$ cat src/rtl/luime_pkg.sv
// Constants, field positions and carrier types for the line unit interrupt mask and edge logic.
// Assumes one register clock shared by the control port, the detectors and this block.
package luime_pkg;

  ////////////////////////////////////////////////////////////////////////////////////////////////
  // Geometry
  localparam int NUM_CH  = 2;
  localparam int LIVE_W  = 5;
  localparam int PULSE_W = 8;

  ////////////////////////////////////////////////////////////////////////////////////////////////
  // Register offsets within a channel page; address bits 7:5 carry the channel page
  localparam logic [4:0] OFS_MASK0  = 5'h13;
  localparam logic [4:0] OFS_MASK1  = 5'h14;
  localparam logic [4:0] OFS_EDGE   = 5'h15;
  localparam logic [4:0] OFS_LIVE   = 5'h16;
  localparam logic [4:0] OFS_ISTAT0 = 5'h18;
  localparam logic [4:0] OFS_ISTAT1 = 5'h19;

  ////////////////////////////////////////////////////////////////////////////////////////////////
  // Reset values
  localparam logic [4:0] MASK0_RST  = 5'h1f;
  localparam logic [2:0] MASK0_RSVD = 3'h7;
  localparam logic [7:0] MASK1_RST  = 8'hff;
  localparam logic [4:0] EDGE_RST   = 5'h00;
  localparam logic [2:0] EDGE_RSVD  = 3'h0;

  ////////////////////////////////////////////////////////////////////////////////////////////////
  // Field positions of the status-based sources (mask 0, edge select, live status)
  localparam int SYNC_BIT  = 4;
  localparam int TXCLK_BIT = 3;
  localparam int DRV_BIT   = 2;
  localparam int AIS_BIT   = 1;
  localparam int LOS_BIT   = 0;

  // Field positions of the pulse sources (mask 1)
  localparam int WAVE_BIT  = 7;
  localparam int JOV_BIT   = 6;
  localparam int JUD_BIT   = 5;
  localparam int SEQ_BIT   = 4;
  localparam int EXZ_BIT   = 3;
  localparam int CV_BIT    = 2;
  localparam int TICK_BIT  = 1;
  localparam int CNTOV_BIT = 0;

  ////////////////////////////////////////////////////////////////////////////////////////////////
  // Carriers
  typedef struct packed {
    logic [7:0] addr;
    logic       wr;
    logic       rd;
    logic [7:0] wdata;
  } luime_cpu_t;

  typedef struct packed {
    logic [LIVE_W-1:0]  live;
    logic [PULSE_W-1:0] pulse;
  } luime_src_t;

endpackage

$ cat src/rtl/luime_edge_det.sv
// Transition detector for the five real-time line status bits of one channel.
// Assumes the status bits come from logic on sys_clk, so no synchroniser is needed.
`timescale 1ns/1ps
`default_nettype none
module luime_edge_det (
  // Clock and reset
  input  wire logic                       sys_clk,
  input  wire logic                       arst_n,
  // Status and selection
  input  wire logic [luime_pkg::LIVE_W-1:0] live,
  input  wire logic [luime_pkg::LIVE_W-1:0] edge_sel,
  // Event pulses
  output logic      [luime_pkg::LIVE_W-1:0] event_pls
);

  logic [luime_pkg::LIVE_W-1:0] prev_r;

  always_ff @(posedge sys_clk or negedge arst_n) begin
    if (!arst_n) begin
      prev_r <= '0;
    end else begin
      prev_r <= live;
    end
  end

  // Rising edge always counts; a falling edge counts only where both edges are selected
  assign event_pls = (live & ~prev_r) | (edge_sel & prev_r & ~live);

endmodule
`default_nettype wire

$ cat src/rtl/luime_flag_bank.sv
// Sticky event flags with per-bit mask, clear on read, and the combined request.
// Assumes the clear strobe is a one-cycle read pulse on sys_clk.
`timescale 1ns/1ps
`default_nettype none
module luime_flag_bank #(
  parameter int W = 8
) (
  // Clock and reset
  input  wire logic         sys_clk,
  input  wire logic         arst_n,
  // Events and control
  input  wire logic [W-1:0] set_pls,
  input  wire logic [W-1:0] mask,
  input  wire logic         clr,
  // State
  output logic      [W-1:0] flags_r,
  output logic              req
);

  logic [W-1:0] flags_nxt;

  // A set in the clearing cycle wins, so no event is lost to a read
  assign flags_nxt = (set_pls & ~mask) | (flags_r & ~{W{clr}});

  always_ff @(posedge sys_clk or negedge arst_n) begin
    if (!arst_n) begin
      flags_r <= '0;
    end else begin
      flags_r <= flags_nxt;
    end
  end

  // Masking a pending flag later also withdraws its request
  assign req = |(flags_r & ~mask);

endmodule
`default_nettype wire

$ cat src/rtl/luime_top.sv
// Interrupt mask and trigger-edge logic for both line channels, with the control port decode.
// Assumes a one-cycle write or read strobe on sys_clk and status/pulse sources on the same clock.
//
// Behaviour
// - Each channel has its own first mask register, at 0x13 and 0x33.
// - First mask bit 4 gates the sync event; 0 enables, resets 1.
// - First mask bit 3 gates transmit clock loss; 0 enables, resets 1.
// - First mask bit 2 gates line driver failure; 0 enables, resets 1.
// - First mask bits 1 and 0 gate alarm signal and signal loss; reset 1.
// - First mask bits 7 to 5 are reserved and read 111.
// - Second mask bit 7 gates waveform amplitude overflow; 0 enables, resets 1.
// - Second mask bit 6 gates jitter buffer overflow; 0 enables, resets 1.
// - Second mask bit 5 gates jitter buffer underflow; 0 enables, resets 1.
// - Second mask bit 4 gates sequence logic error; 0 enables, resets 1.
// - Second mask bit 3 gates received excess zeros; 0 enables, resets 1.
// - Second mask bit 2 gates received code violation; 0 enables, resets 1.
// - Second mask bit 1 gates one-second tick; 0 enables, resets 1.
// - Second mask bit 0 gates counter overflow; 0 enables, resets 1.
// - Edge bit 4: sync status events on rise only (0) or any change (1).
// - Edge bit 3 selects rise-only or both edges for transmit clock loss.
// - Edge bit 2 selects rise-only or both edges for driver failure.
// - Edge bit 1 selects rise-only or both edges for alarm signal.
// - Edge bit 0 selects edges for signal loss; bits 7 to 5 read zero.
// - Status events interrupt only while unmasked, on the selected transition.
// - Reading an interrupt status register clears its flags and request.
`timescale 1ns/1ps
`default_nettype none
module luime_top (
  // Clock and reset
  input  wire logic                                 sys_clk,
  input  wire logic                                 arst_n,
  // Control port
  input  wire luime_pkg::luime_cpu_t                cpu,
  output logic      [7:0]                           cpu_rdata_r,
  // Event sources per channel
  input  wire luime_pkg::luime_src_t [luime_pkg::NUM_CH-1:0] src,
  // Interrupt requests per channel
  output logic      [luime_pkg::NUM_CH-1:0]         irq_r
);

  ////////////////////////////////////////////////////////////////////////////////////////////////
  // Address decode

  function automatic logic is_reg(input logic [7:0] a, input logic [2:0] page, input logic [4:0] ofs);
    is_reg = (a[7:5] == page) && (a[4:0] == ofs);
  endfunction

  ////////////////////////////////////////////////////////////////////////////////////////////////
  // Per-channel registers and state

  logic [4:0]                    mask0_r [luime_pkg::NUM_CH];
  logic [7:0]                    mask1_r [luime_pkg::NUM_CH];
  logic [4:0]                    edge_r  [luime_pkg::NUM_CH];
  logic [luime_pkg::LIVE_W-1:0]  istat0  [luime_pkg::NUM_CH];
  logic [luime_pkg::PULSE_W-1:0] istat1  [luime_pkg::NUM_CH];
  logic [luime_pkg::NUM_CH-1:0]  req0;
  logic [luime_pkg::NUM_CH-1:0]  req1;
  logic [7:0]                    rdata_nxt;

  ////////////////////////////////////////////////////////////////////////////////////////////////
  // Register writes; reserved bits are not stored

  always_ff @(posedge sys_clk or negedge arst_n) begin
    if (!arst_n) begin
      for (int c = 0; c < luime_pkg::NUM_CH; c++) begin
        mask0_r[c] <= luime_pkg::MASK0_RST;
        mask1_r[c] <= luime_pkg::MASK1_RST;
        edge_r[c]  <= luime_pkg::EDGE_RST;
      end
    end else begin
      for (int c = 0; c < luime_pkg::NUM_CH; c++) begin
        if (cpu.wr && is_reg(cpu.addr, 3'(c), luime_pkg::OFS_MASK0)) begin
          mask0_r[c] <= cpu.wdata[4:0];
        end
        if (cpu.wr && is_reg(cpu.addr, 3'(c), luime_pkg::OFS_MASK1)) begin
          mask1_r[c] <= cpu.wdata;
        end
        if (cpu.wr && is_reg(cpu.addr, 3'(c), luime_pkg::OFS_EDGE)) begin
          edge_r[c] <= cpu.wdata[4:0];
        end
      end
    end
  end

  ////////////////////////////////////////////////////////////////////////////////////////////////
  // Event qualification per channel

  for (genvar ch = 0; ch < luime_pkg::NUM_CH; ch++) begin : g_ch
    logic                         sync_event_mask;
    logic                         tx_clock_loss_mask;
    logic                         driver_fault_mask;
    logic                         alarm_signal_mask;
    logic                         signal_loss_mask;
    logic                         wave_amp_overflow_mask;
    logic                         jitter_overflow_mask;
    logic                         jitter_underflow_mask;
    logic                         sequence_error_mask;
    logic                         excess_zeros_mask;
    logic                         code_violation_mask;
    logic                         second_tick_mask;
    logic                         counter_overflow_mask;
    logic [luime_pkg::LIVE_W-1:0]  live_mask;
    logic [luime_pkg::PULSE_W-1:0] pulse_mask;
    logic [luime_pkg::LIVE_W-1:0]  live_evt;

    assign sync_event_mask        = mask0_r[ch][luime_pkg::SYNC_BIT];
    assign tx_clock_loss_mask     = mask0_r[ch][luime_pkg::TXCLK_BIT];
    assign driver_fault_mask      = mask0_r[ch][luime_pkg::DRV_BIT];
    assign alarm_signal_mask      = mask0_r[ch][luime_pkg::AIS_BIT];
    assign signal_loss_mask       = mask0_r[ch][luime_pkg::LOS_BIT];
    assign wave_amp_overflow_mask = mask1_r[ch][luime_pkg::WAVE_BIT];
    assign jitter_overflow_mask   = mask1_r[ch][luime_pkg::JOV_BIT];
    assign jitter_underflow_mask  = mask1_r[ch][luime_pkg::JUD_BIT];
    assign sequence_error_mask    = mask1_r[ch][luime_pkg::SEQ_BIT];
    assign excess_zeros_mask      = mask1_r[ch][luime_pkg::EXZ_BIT];
    assign code_violation_mask    = mask1_r[ch][luime_pkg::CV_BIT];
    assign second_tick_mask       = mask1_r[ch][luime_pkg::TICK_BIT];
    assign counter_overflow_mask  = mask1_r[ch][luime_pkg::CNTOV_BIT];

    assign live_mask  = {sync_event_mask, tx_clock_loss_mask, driver_fault_mask,
                         alarm_signal_mask, signal_loss_mask};
    assign pulse_mask = {wave_amp_overflow_mask, jitter_overflow_mask, jitter_underflow_mask,
                         sequence_error_mask, excess_zeros_mask, code_violation_mask,
                         second_tick_mask, counter_overflow_mask};

    luime_edge_det u_edge (
      .sys_clk   (sys_clk),
      .arst_n    (arst_n),
      .live      (src[ch].live),
      .edge_sel  (edge_r[ch]),
      .event_pls (live_evt)
    );

    // Status sources gated by mask 0, cleared by reading interrupt status 0
    luime_flag_bank #(.W(luime_pkg::LIVE_W)) u_flags0 (
      .sys_clk (sys_clk),
      .arst_n  (arst_n),
      .set_pls (live_evt),
      .mask    (live_mask),
      .clr     (cpu.rd && is_reg(cpu.addr, 3'(ch), luime_pkg::OFS_ISTAT0)),
      .flags_r (istat0[ch]),
      .req     (req0[ch])
    );

    // Pulse sources gated by mask 1, cleared by reading interrupt status 1
    luime_flag_bank #(.W(luime_pkg::PULSE_W)) u_flags1 (
      .sys_clk (sys_clk),
      .arst_n  (arst_n),
      .set_pls (src[ch].pulse),
      .mask    (pulse_mask),
      .clr     (cpu.rd && is_reg(cpu.addr, 3'(ch), luime_pkg::OFS_ISTAT1)),
      .flags_r (istat1[ch]),
      .req     (req1[ch])
    );
  end

  ////////////////////////////////////////////////////////////////////////////////////////////////
  // Read mux; unmapped addresses read zero

  always_comb begin
    rdata_nxt = 8'h00;
    for (int c = 0; c < luime_pkg::NUM_CH; c++) begin
      if (is_reg(cpu.addr, 3'(c), luime_pkg::OFS_MASK0)) begin
        rdata_nxt = {luime_pkg::MASK0_RSVD, mask0_r[c]};
      end
      if (is_reg(cpu.addr, 3'(c), luime_pkg::OFS_MASK1)) begin
        rdata_nxt = mask1_r[c];
      end
      if (is_reg(cpu.addr, 3'(c), luime_pkg::OFS_EDGE)) begin
        rdata_nxt = {luime_pkg::EDGE_RSVD, edge_r[c]};
      end
      if (is_reg(cpu.addr, 3'(c), luime_pkg::OFS_LIVE)) begin
        rdata_nxt = {3'h0, src[c].live};
      end
      if (is_reg(cpu.addr, 3'(c), luime_pkg::OFS_ISTAT0)) begin
        rdata_nxt = {3'h0, istat0[c]};
      end
      if (is_reg(cpu.addr, 3'(c), luime_pkg::OFS_ISTAT1)) begin
        rdata_nxt = istat1[c];
      end
    end
  end

  // Read data holds until the next read strobe
  always_ff @(posedge sys_clk or negedge arst_n) begin
    if (!arst_n) begin
      cpu_rdata_r <= 8'h00;
    end else if (cpu.rd) begin
      cpu_rdata_r <= rdata_nxt;
    end
  end

  ////////////////////////////////////////////////////////////////////////////////////////////////
  // Interrupt request; registered, so it lags the flags by one cycle

  always_ff @(posedge sys_clk or negedge arst_n) begin
    if (!arst_n) begin
      irq_r <= '0;
    end else begin
      irq_r <= req0 | req1;
    end
  end

endmodule
`default_nettype wire

$ cat config.mk
export PLATFORM = sky130hd
export DESIGN_NAME = luime_top
export DESIGN_NICKNAME = d
export VERILOG_FILES = /design/src/rtl/luime_pkg.sv /design/src/rtl/luime_edge_det.sv /design/src/rtl/luime_flag_bank.sv /design/src/rtl/luime_top.sv
export SDC_FILE = /design/constraint.sdc
export NUM_CORES = 1
export LEC_CHECK = 0
export BUFFER_PORTS_ARGS = -buffer_cell sky130_fd_sc_hd__buf_4
export CORE_MARGIN = 8
export CORE_UTILIZATION = 52
export DETAILED_ROUTE_END_ITERATION = 16
export PLACE_DENSITY_LB_ADDON = 0.15
export SLEW_MARGIN = 40
export SYNTH_ARGS = -nofsm -noshare
export SYNTH_HDL_FRONTEND = slang
export SYNTH_SLANG_ARGS = --single-unit
export TNS_END_PERCENT = 5
$ cat constraint.sdc
create_clock -name sys_clk -period 1.3 [get_ports sys_clk]
set_input_delay 0.13 -clock sys_clk [delete_from_list [all_inputs] [get_ports sys_clk]]
set_output_delay 0.13 -clock sys_clk [all_outputs]
set_load 0.02 [all_outputs]
==> impl_metrics.yaml <==
drt:
  via_per_inst: 5.88
  wire_per_inst_um: 20.2
  drc: 0
  postRouteAntennaNets: 0
  wl_mm: 13.5
  drtPass1Iterations: 5
  vias: 3925
  first_iter_violations: 180
sta:
  timing.fmax_mhz: 712
  rsz0062_at_grt: "true"
  worst_slew_pin_slew_ns: 0.449
  final_max_slew_viol_count: 0
  max_slew_margin: 0.701
  clock_skew_ns: 0.0132
  hold_violations: 0
  worst_slack_ns: -0.104
  period_minus_slack_ns: 1.40
  fin_hold_ws_ns: 0.00696
  fin_crit_sh: 1.08
  setup_viol_count_final: 5
synth:
  synth_edf_count: 0
  yosys_warnings: 0
  synth_fp_nets: 461
  synthArstFlopShare: 1.00
  synth_area_per_cell_um2: 10.4
  seq_area_frac_synth: 0.481
  synthCells: 415
  synth-seq-cells: 82
  netlist_area_um2: 4330
  synth-main-ff-cell: "dfrtp_1"
  synth.distinct_cells: 62
global_routing:
  grt_pass1_wl_mm: 21.7
  grtUsageTotal: 0.243
  antenna_found_initial: 0
  grt_max_degree: 83
  grt_overflow: 0
  first_global_vias: 4106
critical_path:
  timing.rr.end: "cpu_rdata_r[4]$_DFFE_PN0P_"
  required_ns: 1.60
  ff2ff_setup_slack_ns: -0.10
  ff2ff_path_depth: 5
  r2r-start: "g_ch[0].live_mask[4]$_DFFE_PN1P_"
  cp_max_fo: 3
  endpoint_kind: "register"
  path_class: "register to register"
  critPathArrivalTime_ns: 1.70
  startpoint_type: "register"
clocking:
  h-tree-depth: 3
  clk_latency_ns: 0.37
  clock_path_buffers: 2
  cts_buffers: 9
  cts_tree: "built"
  clock-sinks: 82
  clk_pin_slew_ns: 0.08
  cts-root-buf: "clkbuf_8"
finish:
  final_common_cell: "buf_4"
  syn2layout_area_growth_pct: 36.6
  drive_above_1_share: 0.421
  nNetsFinal: 604
  n_antenna_cell: 0
  fin_cells: 668
  final_cell_mix: "buf_4, dfrtp_1, o21ai_0"
worst_hold_path:
  min_path_type: "primary input to register"
  hold_start: "cpu[7]"
  min_to: "g_ch[1].pulse_mask[7]$_DFFE_PN1P_"
  hold_depth: 3
power:
  p_leak_uw: 0.00270
  total_power_uw: 6190
  ir_drop_uv: 746
  p_per_area_nw_per_um2: 1050
floorplan:
  ios: 56
  fp.dieH_um: 107
  design.die.area_um2: 11500
  initial_core_util: 0.532
  core_area_um2: 8130
  fp.dieW_um: 107
  num_rows: 33
placed_design:
  dp_hpwl_mm: 9.89
  dp_cells: 633
  portBuffers: 55
  place.gp.congestion: 0.961
outcome:
  status: "finished with violations"
  violations: "negative setup slack"
run:
  cap_violations: 0
==> layout make-up <==
cell class,count,area [um^2]
Clock buffer,10,128
Clock inverter,6,115
Fill cell,584,2220
Inverter,34,128
Multi-Input combinational cell,279,2090
Sequential cell,82,2090
Tap cell,105,131
Timing Repair Buffer,152,1240
==> how the worst max path moves through the flow <==
| stage | start | endpoint | slack (ns) | cells past startpoint |
|---|---|---|---|---|
| 6_report | g_ch[0].live_mask[4]$_DFFE_PN1P_ | cpu_rdata_r[4]$_DFFE_PN0P_ | -0.10 | 5 |
| 5_1_grt | g_ch[1].pulse_mask[2]$_DFFE_PN1P_ | irq_r[1]$_DFF_PN0_ | -0.20 | 4 |
| 4_1_cts | g_ch[0].live_mask[3]$_DFFE_PN1P_ | cpu_rdata_r[3]$_DFFE_PN0P_ | -0.08 | 5 |
| 3_5_place_dp | cpu[16] | g_ch[1].pulse_mask[0]$_DFFE_PN1P_ | -0.33 | 7 |
| 3_3_place_gp | cpu[16] | cpu_rdata_r[4]$_DFFE_PN0P_ | -0.32 | 7 |
| 2_1_floorplan | cpu[10] | cpu_rdata_r[1]$_DFFE_PN0P_ | -0.18 | 8 |
==> critical path, stage by stage (launching register included) <==
cell and delay [ns]:
dfstp_2 0.54, nand3b_1 0.10, a311oi_2 0.27, o2111a_1 0.24
o211ai_1 0.09, nand3_1 0.11
==> report_power, final <==
group          internal, uW  total [uW]  switching, uW
Combinational           497         952            455
Clock                  1290        2270            983
Sequential             2770        2970            195
Total                  4560        6190           1630
==> per-stage QoR <==
stage / instance area, um^2 / setup TNS [ns] / utilization / worst slack (ns)
2_1_floorplan: 4330 / -2.30 / - / -0.184
3_3_place_gp: 5390 / -10.32 / 0.662 / -0.317
3_5_place_dp: 5390 / -11.31 / 0.662 / -0.331
4_1_cts: 5890 / -0.339 / 0.724 / -0.0827
5_1_grt: 5920 / -0.944 / 0.727 / -0.196
6_report: 5920 / -0.418 / 0.727 / -0.104
==> flip-flops by register name (all words and copies together) (netlist names) <==
register               cells
cpu_rdata_r                8
edge_r                    10
g_ch.live_mask            10
g_ch.pulse_mask           16
g_ch.u_edge.prev_r        10
g_ch.u_flags0.flags_r     10
g_ch.u_flags1.flags_r     16
irq_r                      2
==> timing repair <==
item | in CTS | in global routing
buffers inserted | 0 | 0
endpoints found under the hold margin | 73 | 1
pin swaps | 11 | 4
resized for setup | 18 | 5
hold buffers | 18 | 1
endpoints found under the setup margin | 8 | 12
==> routing by layer <==
metal / track usage / share of wire
met4: 0.0704 / 0.012
met1: 0.309 / 0.42
met3: 0.0527 / 0.065
met2: 0.405 / 0.50
met5: 0 / 0
==> cells in the mapped netlist, types with 2 or more instances <==
cell	instances	area share
nand3b_1	3	0.0052
nor2b_1	7	0.010
nor4bb_1	2	0.0046
a32oi_1	4	0.0081
o31ai_1	2	0.0035
nor3b_1	3	0.0052
o221ai_1	3	0.0061
o21ai_1	2	0.0023
inv_1	32	0.028
buf_2	7	0.0081
nand2b_1	7	0.010
a211oi_1	5	0.0087
o21ai_0	42	0.049
o211ai_1	5	0.0087
nor3_4	2	0.0075
nand4_1	2	0.0029
buf_4	3	0.0052
o2111ai_1	3	0.0061
o21a_1	2	0.0035
nor4_1	4	0.0058
a21oi_1	11	0.013
a211oi_2	2	0.0058
a221o_1	6	0.014
o22a_1	2	0.0040
mux2_2	36	0.094
nand2_1	37	0.032
a221oi_1	3	0.0061
o22ai_1	12	0.017
dfstp_2	26	0.16
nand3_1	9	0.010
dfrtp_1	56	0.32
clkinv_1	2	0.0017
buf_6	4	0.010
nor2_1	14	0.012
clkbuf_1	5	0.0043
a22o_1	14	0.028
mux2i_1	7	0.016
nor3_1	4	0.0046
a311oi_1	2	0.0040
==> logic make-up (layout without fill, tap and decap cells) <==
family / count (synthesis) / count (layout) / synth area share
DFF: 82 / 82 / 0.481
muxes: 43 / 43 / 0.110
and+or+nand+nor: 107 / 107 / 0.143
buffers and inverters: 54 / 202 / 0.0584
AOI/OAI and AO/OA: 129 / 129 / 0.207
Note: power is estimated with default switching activity, not from simulation.
